<file path="config.mk">
export PLATFORM = sky130hd
export DESIGN_NAME = adc_host_ctrl
export DESIGN_NICKNAME = d
export VERILOG_FILES = /design/src/verilog/adc_host_pkg.sv /design/src/verilog/adc_io_glue.sv /design/src/verilog/adc_host_ctrl.sv
export SDC_FILE = /design/constraint.sdc
export NUM_CORES = 1
export LEC_CHECK = 0
export BUFFER_PORTS_ARGS = -buffer_cell sky130_fd_sc_hd__buf_2
export CAP_MARGIN = 5
export CORE_ASPECT_RATIO = 1.25
export CORE_MARGIN = 1
export CORE_UTILIZATION = 51
export CTS_BUF_LIST = sky130_fd_sc_hd__clkbuf_4
export DETAILED_ROUTE_END_ITERATION = 8
export GPL_TIMING_DRIVEN = 1
export PLACE_DENSITY = 0.79
export SLEW_MARGIN = 20
export SYNTH_ARGS = -nofsm -noshare
export SYNTH_HDL_FRONTEND = slang
export SYNTH_SLANG_ARGS = --single-unit
</file>
<file path="constraint.sdc">
create_clock -name mclk_i -period 2.4 [get_ports mclk_i]
set_input_delay 0.24 -clock mclk_i [delete_from_list [all_inputs] [get_ports mclk_i]]
set_output_delay 0.24 -clock mclk_i [all_outputs]
set_load 0.005 [all_outputs]
</file>
<file path="src/verilog/adc_host_pkg.sv">
package adc_host_pkg;

   // ----------------------------------------
   // clock and timing
   // ----------------------------------------
   localparam int unsigned CLK_MHZ   = 250;
   localparam int unsigned T_W_NS    = 300;
   localparam int unsigned T_DH_NS   = 10;
   localparam int unsigned T_DC_NS   = 700;
   localparam int unsigned T_C_NS    = 10000;
   localparam int unsigned T_TD_NS   = 250;
   localparam int unsigned T_DT_NS   = 150;
   localparam int unsigned T_W_CYC   = (T_W_NS * CLK_MHZ + 999) / 1000;
   localparam int unsigned T_DH_CYC  = (T_DH_NS * CLK_MHZ + 999) / 1000;
   localparam int unsigned T_CV_CYC  = ((T_DC_NS + T_C_NS) * CLK_MHZ + 999) / 1000;
   localparam int unsigned T_TD_CYC  = (T_TD_NS * CLK_MHZ + 999) / 1000;
   localparam int unsigned T_DT_CYC  = (T_DT_NS * CLK_MHZ + 999) / 1000;
   localparam int unsigned CNT_W     = 12;

   // ----------------------------------------
   // register map
   // ----------------------------------------
   localparam logic [11:0] CMD_OFS     = 12'h000;
   localparam logic [11:0] BASE_OFS    = 12'h004;
   localparam logic [11:0] MUXADR_OFS  = 12'h008;
   localparam logic [11:0] STATUS_OFS  = 12'h00c;
   localparam logic [11:0] RESULT_OFS  = 12'h010;

   localparam int unsigned CMD_CONV_BIT   = 8;
   localparam int unsigned CMD_MUX_BIT    = 9;
   localparam int unsigned ST_BUSY_BIT    = 0;
   localparam int unsigned ST_DONE_BIT    = 1;
   localparam int unsigned ST_CONV_BIT    = 2;
   localparam int unsigned ST_CHAN_LSB    = 8;
   localparam int unsigned ST_MODE_LSB    = 16;
   localparam int unsigned IO_ADDR_W      = 10;

   localparam logic [9:0] CONV_BASE_RST = 10'h310;
   localparam logic [9:0] MUX_ADDR_RST  = 10'h318;

   // ----------------------------------------
   // start byte fields
   // ----------------------------------------
   localparam int unsigned BIPOLAR_RANGE_SELECT_BIT = 0;
   localparam int unsigned CODING_SELECT_BIT        = 1;
   localparam int unsigned MODE_W                   = 2;
   localparam int unsigned CHAN_W                   = 2;
   localparam logic [1:0] MODE_UNI_STRAIGHT = 2'h0;
   localparam logic [1:0] MODE_BIP_OFFSET   = 2'h1;
   localparam logic [1:0] MODE_UNI_TWOS     = 2'h2;
   localparam logic [1:0] MODE_BIP_TWOS     = 2'h3;

   typedef enum logic [2:0] {
      ST_IDLE,
      ST_WR_STROBE,
      ST_WR_HOLD,
      ST_CONV_WAIT,
      ST_STATUS_WAIT,
      ST_RD_STROBE,
      ST_RECOVER
   } state_t;

endpackage

</file>
<file path="src/verilog/adc_io_glue.sv">
`timescale 1ns/1ps

module adc_io_glue (
   input  wire logic       mclk_i,
   input  wire logic       resetn_i,
   input  wire logic [9:0] io_addr_i,
   input  wire logic       io_address_enable_n_i,
   input  wire logic       io_read_strobe_i,
   input  wire logic       io_write_strobe_i,
   input  wire logic       io_drive_i,
   input  wire logic [7:0] io_wdata_i,
   input  wire logic [9:0] conv_base_i,
   input  wire logic [9:0] mux_addr_i,
   input  wire logic       conv_status_i,
   output logic            conv_cs_n_o,
   output logic            conv_ce_n_o,
   output logic            conv_rw_o,
   output logic [7:0]      conv_data_o,
   output logic            conv_data_oe_o,
   output logic [1:0]      mux_chan_o,
   output logic            sample_o
);

   typedef struct packed {
      logic       cs_n;
      logic       ce_n;
      logic       rw;
      logic [7:0] data;
      logic       data_oe;
      logic [1:0] chan;
      logic       sample;
   } glue_t;

   glue_t q;
   glue_t d;
   logic  conv_hit;
   logic  mux_hit;

   // ----------------------------------------
   // decode and strobes
   // ----------------------------------------
   always_comb begin
      d        = q;
      conv_hit = !io_address_enable_n_i
                 && (io_addr_i[9:1] == conv_base_i[9:1]);
      mux_hit  = !io_address_enable_n_i && (io_addr_i == mux_addr_i);
      d.cs_n   = !conv_hit;
      d.rw     = io_addr_i[0];
      d.ce_n   = !(conv_hit && (io_read_strobe_i || io_write_strobe_i));
      d.data    = io_wdata_i;
      d.data_oe = io_drive_i && (conv_hit || mux_hit) && !io_addr_i[0];
      if (mux_hit && io_write_strobe_i) begin
         d.chan = io_wdata_i[adc_host_pkg::CHAN_W-1:0];
      end
      d.sample = !conv_status_i;
   end

   always_ff @(posedge mclk_i or negedge resetn_i) begin
      if (!resetn_i) begin
         q <= '{cs_n: 1'b1, ce_n: 1'b1, rw: 1'b1, data: 8'h00,
                data_oe: 1'b0, chan: 2'h0, sample: 1'b1};
      end else begin
         q <= d;
      end
   end

   assign conv_cs_n_o    = q.cs_n;
   assign conv_ce_n_o    = q.ce_n;
   assign conv_rw_o      = q.rw;
   assign conv_data_o    = q.data;
   assign conv_data_oe_o = q.data_oe;
   assign mux_chan_o     = q.chan;
   assign sample_o       = q.sample;

endmodule

</file>
<file path="src/verilog/adc_host_ctrl.sv">
// Summary of operation
// - decode from low ten address lines
// - address enable masks dma cycles
// - address bit zero drives direction
// - read and write strobes drive enable
// - data bits zero, one carry mode
// - wait ten microseconds before reading result
// - mux decode plus write latches channel
// - channel held until next mux write
// - sample/hold is inverted status
// - status to hold under 150 ns
//
// Chosen here: the register offsets and the APB register port.
`timescale 1ns/1ps

module adc_host_ctrl (
   input  wire logic        mclk_i,
   input  wire logic        resetn_i,
   input  wire logic        psel_i,
   input  wire logic        penable_i,
   input  wire logic        pwrite_i,
   input  wire logic [11:0] paddr_i,
   input  wire logic [31:0] pwdata_i,
   output logic [31:0]      prdata_o,
   output logic             pready_o,
   output logic             pslverr_o,
   input  wire logic        io_address_enable_n_i,
   input  wire logic        conv_status_i,
   input  wire logic [7:0]  conv_data_i,
   output logic             conv_cs_n_o,
   output logic             conv_ce_n_o,
   output logic             conv_rw_o,
   output logic [7:0]       conv_data_o,
   output logic             conv_data_oe_o,
   output logic [1:0]       mux_chan_o,
   output logic             sample_o
);

   localparam int unsigned CW = adc_host_pkg::CNT_W;

   typedef struct packed {
      adc_host_pkg::state_t state;
      logic [CW-1:0]        cnt;
      logic                 conv_op;
      logic                 pend_conv;
      logic                 pend_mux;
      logic [9:0]           io_addr;
      logic                 io_read_strobe;
      logic                 io_write_strobe;
      logic                 drive;
      logic [7:0]           wdata;
      logic [7:0]           cmd_byte;
      logic [9:0]           base;
      logic [9:0]           mux_addr;
      logic [7:0]           result;
      logic [1:0]           mode;
      logic                 done;
      logic                 pready;
      logic                 pslverr;
      logic [31:0]          prdata;
   } ctrl_t;

   ctrl_t q;
   ctrl_t d;

   logic acc;
   logic commit;
   logic busy;

   // ----------------------------------------
   // control sequencer and register slave
   // ----------------------------------------
   always_comb begin
      d      = q;
      acc    = psel_i && penable_i;
      commit = acc && q.pready;
      busy   = (q.state != adc_host_pkg::ST_IDLE)
               || q.pend_conv || q.pend_mux;

      // answer one cycle into the access phase
      d.pready  = acc && !q.pready;
      d.pslverr = 1'b0;
      d.prdata  = 32'h0000_0000;
      if (acc && !q.pready) begin
         case (paddr_i)
            adc_host_pkg::CMD_OFS: begin
               d.prdata[7:0] = q.cmd_byte;
            end
            adc_host_pkg::BASE_OFS: begin
               d.prdata[9:0] = q.base;
            end
            adc_host_pkg::MUXADR_OFS: begin
               d.prdata[9:0] = q.mux_addr;
            end
            adc_host_pkg::STATUS_OFS: begin
               d.prdata[adc_host_pkg::ST_BUSY_BIT] = busy;
               d.prdata[adc_host_pkg::ST_DONE_BIT] = q.done;
               d.prdata[adc_host_pkg::ST_CONV_BIT] = conv_status_i;
               d.prdata[adc_host_pkg::ST_CHAN_LSB +: adc_host_pkg::CHAN_W] =
                  mux_chan_o;
               d.prdata[adc_host_pkg::ST_MODE_LSB +: adc_host_pkg::MODE_W] =
                  q.mode;
            end
            adc_host_pkg::RESULT_OFS: begin
               d.prdata[7:0] = q.result;
            end
            default: begin
               d.pslverr = 1'b1;
            end
         endcase
      end

      // register writes land at the edge that sees pready
      if (commit && pwrite_i) begin
         case (paddr_i)
            adc_host_pkg::CMD_OFS: begin
               if (!busy) begin
                  d.cmd_byte  = pwdata_i[7:0];
                  d.pend_conv = pwdata_i[adc_host_pkg::CMD_CONV_BIT];
                  d.pend_mux  = pwdata_i[adc_host_pkg::CMD_MUX_BIT]
                                && !pwdata_i[adc_host_pkg::CMD_CONV_BIT];
                  if (pwdata_i[adc_host_pkg::CMD_CONV_BIT]
                      || pwdata_i[adc_host_pkg::CMD_MUX_BIT]) begin
                     d.done = 1'b0;
                  end
               end
            end
            adc_host_pkg::BASE_OFS: begin
               if (!busy) begin
                  d.base = pwdata_i[9:0];
               end
            end
            adc_host_pkg::MUXADR_OFS: begin
               if (!busy) begin
                  d.mux_addr = pwdata_i[9:0];
               end
            end
            default: begin
            end
         endcase
      end

      // ----------------------------------------
      // i/o cycle sequencer
      // ----------------------------------------
      case (q.state)
         adc_host_pkg::ST_IDLE: begin
            d.io_read_strobe   = 1'b0;
            d.io_write_strobe   = 1'b0;
            d.drive = 1'b0;
            if (!io_address_enable_n_i && q.pend_conv) begin
               d.pend_conv = 1'b0;
               d.conv_op   = 1'b1;
               d.io_addr   = {q.base[9:1], 1'b0};
               d.wdata     = {6'h00, q.cmd_byte[1:0]};
               d.mode      = q.cmd_byte[adc_host_pkg::MODE_W-1:0];
               d.io_write_strobe       = 1'b1;
               d.drive     = 1'b1;
               d.cnt       = CW'(adc_host_pkg::T_W_CYC - 1);
               d.state     = adc_host_pkg::ST_WR_STROBE;
            end else if (!io_address_enable_n_i && q.pend_mux) begin
               d.pend_mux = 1'b0;
               d.conv_op  = 1'b0;
               d.io_addr  = q.mux_addr;
               d.wdata    = {6'h00, q.cmd_byte[adc_host_pkg::CHAN_W-1:0]};
               d.io_write_strobe      = 1'b1;
               d.drive    = 1'b1;
               d.cnt      = CW'(adc_host_pkg::T_W_CYC - 1);
               d.state    = adc_host_pkg::ST_WR_STROBE;
            end
         end

         adc_host_pkg::ST_WR_STROBE: begin
            if (q.cnt == '0) begin
               d.io_write_strobe   = 1'b0;
               d.cnt   = CW'(adc_host_pkg::T_DH_CYC);
               d.state = adc_host_pkg::ST_WR_HOLD;
            end else begin
               d.cnt = q.cnt - 1'b1;
            end
         end

         adc_host_pkg::ST_WR_HOLD: begin
            // data held past the strobe's end
            if (q.cnt == '0) begin
               d.drive = 1'b0;
               if (q.conv_op) begin
                  d.cnt   = CW'(adc_host_pkg::T_CV_CYC - 1);
                  d.state = adc_host_pkg::ST_CONV_WAIT;
               end else begin
                  d.cnt   = CW'(adc_host_pkg::T_DT_CYC - 1);
                  d.state = adc_host_pkg::ST_RECOVER;
               end
            end else begin
               d.cnt = q.cnt - 1'b1;
            end
         end

         adc_host_pkg::ST_CONV_WAIT: begin
            if (q.cnt == '0) begin
               d.state = adc_host_pkg::ST_STATUS_WAIT;
            end else begin
               d.cnt = q.cnt - 1'b1;
            end
         end

         adc_host_pkg::ST_STATUS_WAIT: begin
            // read only once status is low
            if (!conv_status_i && !io_address_enable_n_i) begin
               d.io_addr = {q.base[9:1], 1'b1};
               d.io_read_strobe     = 1'b1;
               d.cnt     = CW'(adc_host_pkg::T_TD_CYC);
               d.state   = adc_host_pkg::ST_RD_STROBE;
            end
         end

         adc_host_pkg::ST_RD_STROBE: begin
            if (q.cnt == '0) begin
               d.result = conv_data_i;
               d.io_read_strobe    = 1'b0;
               d.cnt    = CW'(adc_host_pkg::T_DT_CYC);
               d.state  = adc_host_pkg::ST_RECOVER;
            end else begin
               d.cnt = q.cnt - 1'b1;
            end
         end

         adc_host_pkg::ST_RECOVER: begin
            // lets the data outputs float again
            if (q.cnt == '0) begin
               d.done  = 1'b1;
               d.state = adc_host_pkg::ST_IDLE;
            end else begin
               d.cnt = q.cnt - 1'b1;
            end
         end

         default: begin
            d.state = adc_host_pkg::ST_IDLE;
         end
      endcase
   end

   // ----------------------------------------
   // state register
   // ----------------------------------------
   always_ff @(posedge mclk_i or negedge resetn_i) begin
      if (!resetn_i) begin
         q.state     <= adc_host_pkg::ST_IDLE;
         q.cnt       <= '0;
         q.conv_op   <= 1'b0;
         q.pend_conv <= 1'b0;
         q.pend_mux  <= 1'b0;
         q.io_addr   <= 10'h000;
         q.io_read_strobe       <= 1'b0;
         q.io_write_strobe       <= 1'b0;
         q.drive     <= 1'b0;
         q.wdata     <= 8'h00;
         q.cmd_byte  <= 8'h00;
         q.base      <= adc_host_pkg::CONV_BASE_RST;
         q.mux_addr  <= adc_host_pkg::MUX_ADDR_RST;
         q.result    <= 8'h00;
         q.mode      <= adc_host_pkg::MODE_UNI_STRAIGHT;
         q.done      <= 1'b0;
         q.pready    <= 1'b0;
         q.pslverr   <= 1'b0;
         q.prdata    <= 32'h0000_0000;
      end else begin
         q <= d;
      end
   end

   assign prdata_o  = q.prdata;
   assign pready_o  = q.pready;
   assign pslverr_o = q.pslverr;

   // ----------------------------------------
   // pin glue
   // ----------------------------------------
   adc_io_glue u_glue (
      .mclk_i                (mclk_i),
      .resetn_i              (resetn_i),
      .io_addr_i             (q.io_addr),
      .io_address_enable_n_i (io_address_enable_n_i),
      .io_read_strobe_i      (q.io_read_strobe),
      .io_write_strobe_i     (q.io_write_strobe),
      .io_drive_i            (q.drive),
      .io_wdata_i            (q.wdata),
      .conv_base_i           (q.base),
      .mux_addr_i            (q.mux_addr),
      .conv_status_i         (conv_status_i),
      .conv_cs_n_o           (conv_cs_n_o),
      .conv_ce_n_o           (conv_ce_n_o),
      .conv_rw_o             (conv_rw_o),
      .conv_data_o           (conv_data_o),
      .conv_data_oe_o        (conv_data_oe_o),
      .mux_chan_o            (mux_chan_o),
      .sample_o              (sample_o)
   );

endmodule

</file>
# Word level (Yosys, flattened, before mapping)
# Index checks and enable logic that the tools add are counted.
# totals
output_inout_bits	49
latch_bits	0
input_bits	59
regBits	107
ramBits	0
mem_count	0
elab_cells	143
mem_bits_ro	0
# classes
addsub	1
n_mux	45
n_lt_le_gt_ge	0
reduce_logical	50
n_div	0
multipliers	0
bitwise	1
shifts	0
n_eq_ne	20
# ops
op	count
12-bit case mux with 6 select lines	1
12-bit two-way mux	4
10-bit two-way mux	4
16-bit two-way mux	2
15-bit two-way mux	2
12-bit by 4-bit equality test with 1-bit output, second input constant	2
12-bit zero test	2
11-bit two-way mux	2
3-bit case mux with 7 select lines	1
10-bit case mux with 2 select lines	1
5-bit case mux with 4 select lines	1
3-bit two-way mux	5
3-bit case mux with 5 select lines	1
3-bit AND reduction	5
1-bit logical AND	14
2-bit != test, second input constant	7
12-bit by 3-bit equality test with 1-bit output, second input constant	1
12-bit by 5-bit equality test with 1-bit output, second input constant	1
2-bit two-way mux	6
12-bit by 1-bit subtractor with 12-bit output, second input constant	1
1-bit two-way mux	11
10-bit equality test	1
2-bit AND reduction	5
3-bit equality test, second input constant	3
18 further kinds	34

# Longest topological paths before layout
# logic_depth
ltp_word	9
mapped_depth	9
ltp_nobuf	7

# By module
# From an unflattened synthesis, not the netlist that was laid out.
# hier_totals
hier_cells	482
hier_area_um2	5106.1
# by_module_without_submodules
module	area_per_inst_um2	cells_per_inst	n_inst
adc_host_ctrl	4465.5	434	1
adc_io_glue	640.6	48	1

# Worst setup path before layout
# OpenSTA, ideal clock, no wires.
# synth_path
path_type	register to register
start	reg q[97] (netlist bit)
end	reg q[37] (netlist bit)
synth_period_minus_slack_ns	2.388
path_buffers	1
path_stages_with_launch	9
arrival_time_ns	2.263
setup_slack_ns	0.012
path_cell_list	dfrtp_1 > inv_1 > ha_1 > or3b_2 > buf_2 > nor3_4 > nand2_1 > nor2_4 > mux2_2
# synth_via
elab_chain_cells	2
# synth_lines
item	line	rtl
start: declaration	adc_host_ctrl.sv:63	ctrl_t q;
12-bit zero test	adc_host_ctrl.sv:218	if (q.cnt == '0) begin
2-bit AND reduction (no source line)	-	
# Every way passes these cells.
# A chain may end at the register's enable or synchronous reset.

# Worst setup path in the final report
# layout_path
start	reg q[98] (netlist bit)
end	reg q[102] (netlist bit)
# layout_via
elab_chain_cells	3
# layout_lines
item	line
12-bit by 1-bit subtractor with 12-bit output or 12-bit zero test (tied branches)	-
12-bit two-way mux (tied with other cells)	adc_host_ctrl.sv:200, adc_host_ctrl.sv:230
12-bit case mux with 6 select lines or 4-bit AND reduction (tied branches)	-
# Parallel ways exist; a longest one is shown, timed or not. The select of a mux whose other input is x is not followed.

==> results.tsv <==
metric	value	unit
final.fill_count	760	
drt-vias-per-instance	5.76	
placement.setup.worst_slack	0.0471	ns
grt_antenna_before_repair	0	
timing_worst_setup_path_type	flop to flop	
maximum_clock_path_buffer_count	2	
routedWlPerCell	17.6	µm
path_class_of_the_lowest_slack_min_delay_path	input port to flop	
design.final.nets	591	
result_of_the_run	completed	
critical_path_peak_fanout	5	
finalWeightedCongestion	0.887	
synth_simple_gate_area_share	13.3	%
drt_drc_violations_left	0	
ioPinCount	108	
synth.lib_cells_used.distinct	62	
cts_htree_levels	3	
crit_start	q[98]	
worst_setup_path_start_kind	flop	
first_pass_grt_wire_length	18.4	mm
synth_enable_flop_cells	0	
final_min_period_over_clock_period	95.5	%
dr.pass1.iters	5	
width_of_the_die	89.5	µm
via_count_of_the_first_global_routing_pass	3805	
yosysWarningCount	0	
vias	3793	
antenna_left	0	
mostFrequentLayoutCell	sky130_fd_sc_hd__dfrtp_1	
dr_wl_met3	544	µm
layout_min_cycle_time	2.29	ns
dr_wl_met2	6.30	mm
share_seq_of_total_power	55.8	%
dominantRegCellSynth	sky130_fd_sc_hd__dfrtp_1	
start_util	53.0	%
maximum_number_of_pins_on_one_net_before_global_route_repair	72	
worst_hold_startpoint	pwdata_i[3]	
power_density	631	mW/mm²
switching_share	32.9	%
initialDrtViolationCount	306	
cellInternalPower	0.00233	W
timing.critical_path.required	2.76	ns
fin_worst_skew	0.0219	ns
place.port_buffers	59	
grt_setup_unrepaired	false	
post_dp_cell_area	0.00524	mm²
total_inserted_antenna_cells	0	
design_area	0.00549	mm²
finalSetupTns	0	ns
final.setup.worst_slack	0.109	ns
floorplan.die.height	111	µm
arrival	2.65	ns
dpl.hpwl	8.34	mm
hold_violations	0	
max_cap_viol_count	0	
timing_worst_slew_pin_value	0.867	ns
clk-insertion-delay-late	0.47	ns
dr.max_layer_used	met4	
cts.sink_count	95	
postSynthRegisterBits	95	
drive_gt1_share	32.1	%
floorplan.core_area	0.00922	mm²
yosysSeqAreaShare	48.9	%
power.switching	0.00114	W
cts_tree	done	
max_freq	437	MHz
clock-root-buffer	sky130_fd_sc_hd__clkbuf_4	
worst_setup_hold_path_clk_slew	0.15	ns
synthXorXnorAreaFrac	3.59	%
synthMuxAreaShare	9.45	%
area_of_the_die	0.00998	mm²
power.ir.vdd_worst	0.000428	V
routed_wirelength	11.6	mm
mostFrequentLayoutCells	84 x sky130_fd_sc_hd__dfrtp_1, 58 x sky130_fd_sc_hd__buf_2, 41 x sky130_fd_sc_hd__mux2_2	
global_route.overflow_total	0	
ys_async_sr_fraction	100	%
worstReg2RegStart	q[98]	
power.leakage	2.65	nW
maxSlewHeadroom	42.2	%
std_cell_rows	39	
route.layer.met1.wl	4.46	mm
synthesis.area_per_instance	10.7	µm²
power_frac_clock	22.6	%
cts-buffers-inserted	9	
grtUsageTotal	24.6	%
cp-end-kind	flop	
pwr-share-comb	21.6	%
synth_top_family_by_area	compound AO/OA/AOI/OAI gates	
synth_compound_gate_area_share	15.6	%
synthesis.area	0.00488	mm²
synthAdderAreaFrac	0.256	%
syn_inst	457	
timing_max_transition_violations_final	0	
timing.final.setup_violations	0	
areaGrowthSynthToFinish	12.4	%
==> synth_stat cells, drive strengths merged (2+ instances only) <==
| cell type | instances | area [µm²] |
|---|---|---|
| dfrtp | 84 | 2100 |
| buf | 50 | 357 |
| mux2 | 41 | 462 |
| nor2 | 32 | 135 |
| nand2 | 31 | 119 |
| a21oi | 26 | 130 |
| o21ai | 24 | 124 |
| a22oi | 14 | 105 |
| xor2 | 12 | 105 |
| dfstp | 11 | 289 |
| inv | 11 | 41.3 |
| nor3 | 10 | 61.3 |
| a222oi | 9 | 90.1 |
| a22o | 8 | 70.1 |
| clkbuf | 8 | 30.0 |
| xnor2 | 8 | 70.1 |
| or2 | 7 | 43.8 |
| or4 | 7 | 56.3 |
| or3 | 6 | 42.5 |
| nand4 | 5 | 31.3 |
| nor3b | 5 | 37.5 |
| nor4 | 5 | 37.5 |
| o31ai | 5 | 56.3 |
| nand3 | 4 | 20.0 |
| and3 | 3 | 18.8 |
| a211o | 2 | 18.8 |
| a211oi | 2 | 15.0 |
| a2bb2oi | 2 | 17.5 |
| a31oi | 2 | 12.5 |
| and2 | 2 | 12.5 |
| and3b | 2 | 17.5 |
| o21bai | 2 | 15.0 |
| o22ai | 2 | 12.5 |
| o31a | 2 | 17.5 |
==> flip-flops by register name (all words and copies together), names as in the netlist <==
signal / count
u_glue.mux_chan_o: 2
prdata_o: 12
pready_o: 1
u_glue.conv_data_oe_o: 1
u_glue.conv_cs_n_o: 1
u_glue.sample_o: 1
pslverr_o: 1
q: 72
u_glue.conv_ce_n_o: 1
u_glue.conv_data_o: 2
u_glue.conv_rw_o: 1
==> area by class of cell <==
cell class / count / area (µm²) / share of cell area (%)
Sequential cell: 95 / 2390 / 43.5
Inverter: 11 / 41.3 / 0.752
Clock inverter: 6 / 43.8 / 0.797
Clock buffer: 10 / 75.1 / 1.37
Timing Repair Buffer: 96 / 616 / 11.2
Multi-Input combinational cell: 318 / 2170 / 39.5
Tap cell: 123 / 154 / 2.80
==> metal layers <==
| layer | track usage [%] | vias up |
|---|---|---|
| met1 | 29.9 | 1894 |
| met3 | 6.08 | 33 |
| met5 | 0 | - |
| met4 | 9.31 | 0 |
| met2 | 41.5 | 123 |
| li1 | - | 1743 |
==> final timing paths <==
path                                          to  slack [ns]  cells after the start
setup / recovery                          q[102]        0.11                      7
hold / removal                             q[68]        0.03                      2
hold reg to reg            u_glue.conv_data_o[0]        0.43                      0
max in group asynchronous                 q[105]        1.25                      3
min in group asynchronous           prdata_o[17]        0.42                      2
setup reg to reg                          q[102]        0.11                      7
==> kinds of logic (layout without fill, tap and decap cells) <==
logic type / after synthesis / in the layout
simple gates: 121 / 121
compound gates: 109 / 109
flops: 95 / 95
buf+inv: 69 / 123
mux: 41 / 41
xor+xnor: 20 / 20
fa+ha+maj: 1 / 1
other cells: 1 / 26
==> critical path, cell delays in order, from the launching register on <==
cell                       delay, ns
sky130_fd_sc_hd__dfrtp_1        0.44
sky130_fd_sc_hd__inv_1          0.07
sky130_fd_sc_hd__ha_1           0.16
sky130_fd_sc_hd__or3b_4         0.43
sky130_fd_sc_hd__or3_4          0.45
sky130_fd_sc_hd__nor2_4         0.13
sky130_fd_sc_hd__a221oi_1       0.10
sky130_fd_sc_hd__o41ai_1        0.39
==> power groups by stage <==
stage	registers [W]	clock network [W]	logic, W
detailed placement	0.00196	0	0.000725
floorplan	0.00192	0	0.000537
finish	0.00193	0.000785	0.000748
global placement	0.00194	0	0.000701
CTS	0.00193	0.000800	0.000738
global route	0.00195	0.000871	0.000835
==> metrics by stage <==
| step | power [W] | cells | hold WS, ns | util [%] |
|---|---|---|---|---|
| 5_1_grt | 0.00366 | 659 | 0.000355 | 59.5 |
| 4_1_cts | 0.00347 | 654 | 0.00300 | 58.9 |
| 3_3_place_gp | 0.00265 | 631 | 0.395 | 56.9 |
| 2_1_floorplan | 0.00246 | 482 | -0.0556 | - |
| 6_report | 0.00347 | 659 | 0.0281 | 59.5 |
| 3_5_place_dp | 0.00268 | 631 | 0.404 | 56.9 |
==> repair_timing <==
item / 4_1_cts / 5_1_grt
hold buffers: 7 / 4
setup endpoints to repair: 0 / 18
resized for setup: 0 / 3
setup buffers: 0 / 1
endpoints found under the hold margin: 64 / 4
(Power assumes the default switching activity.)
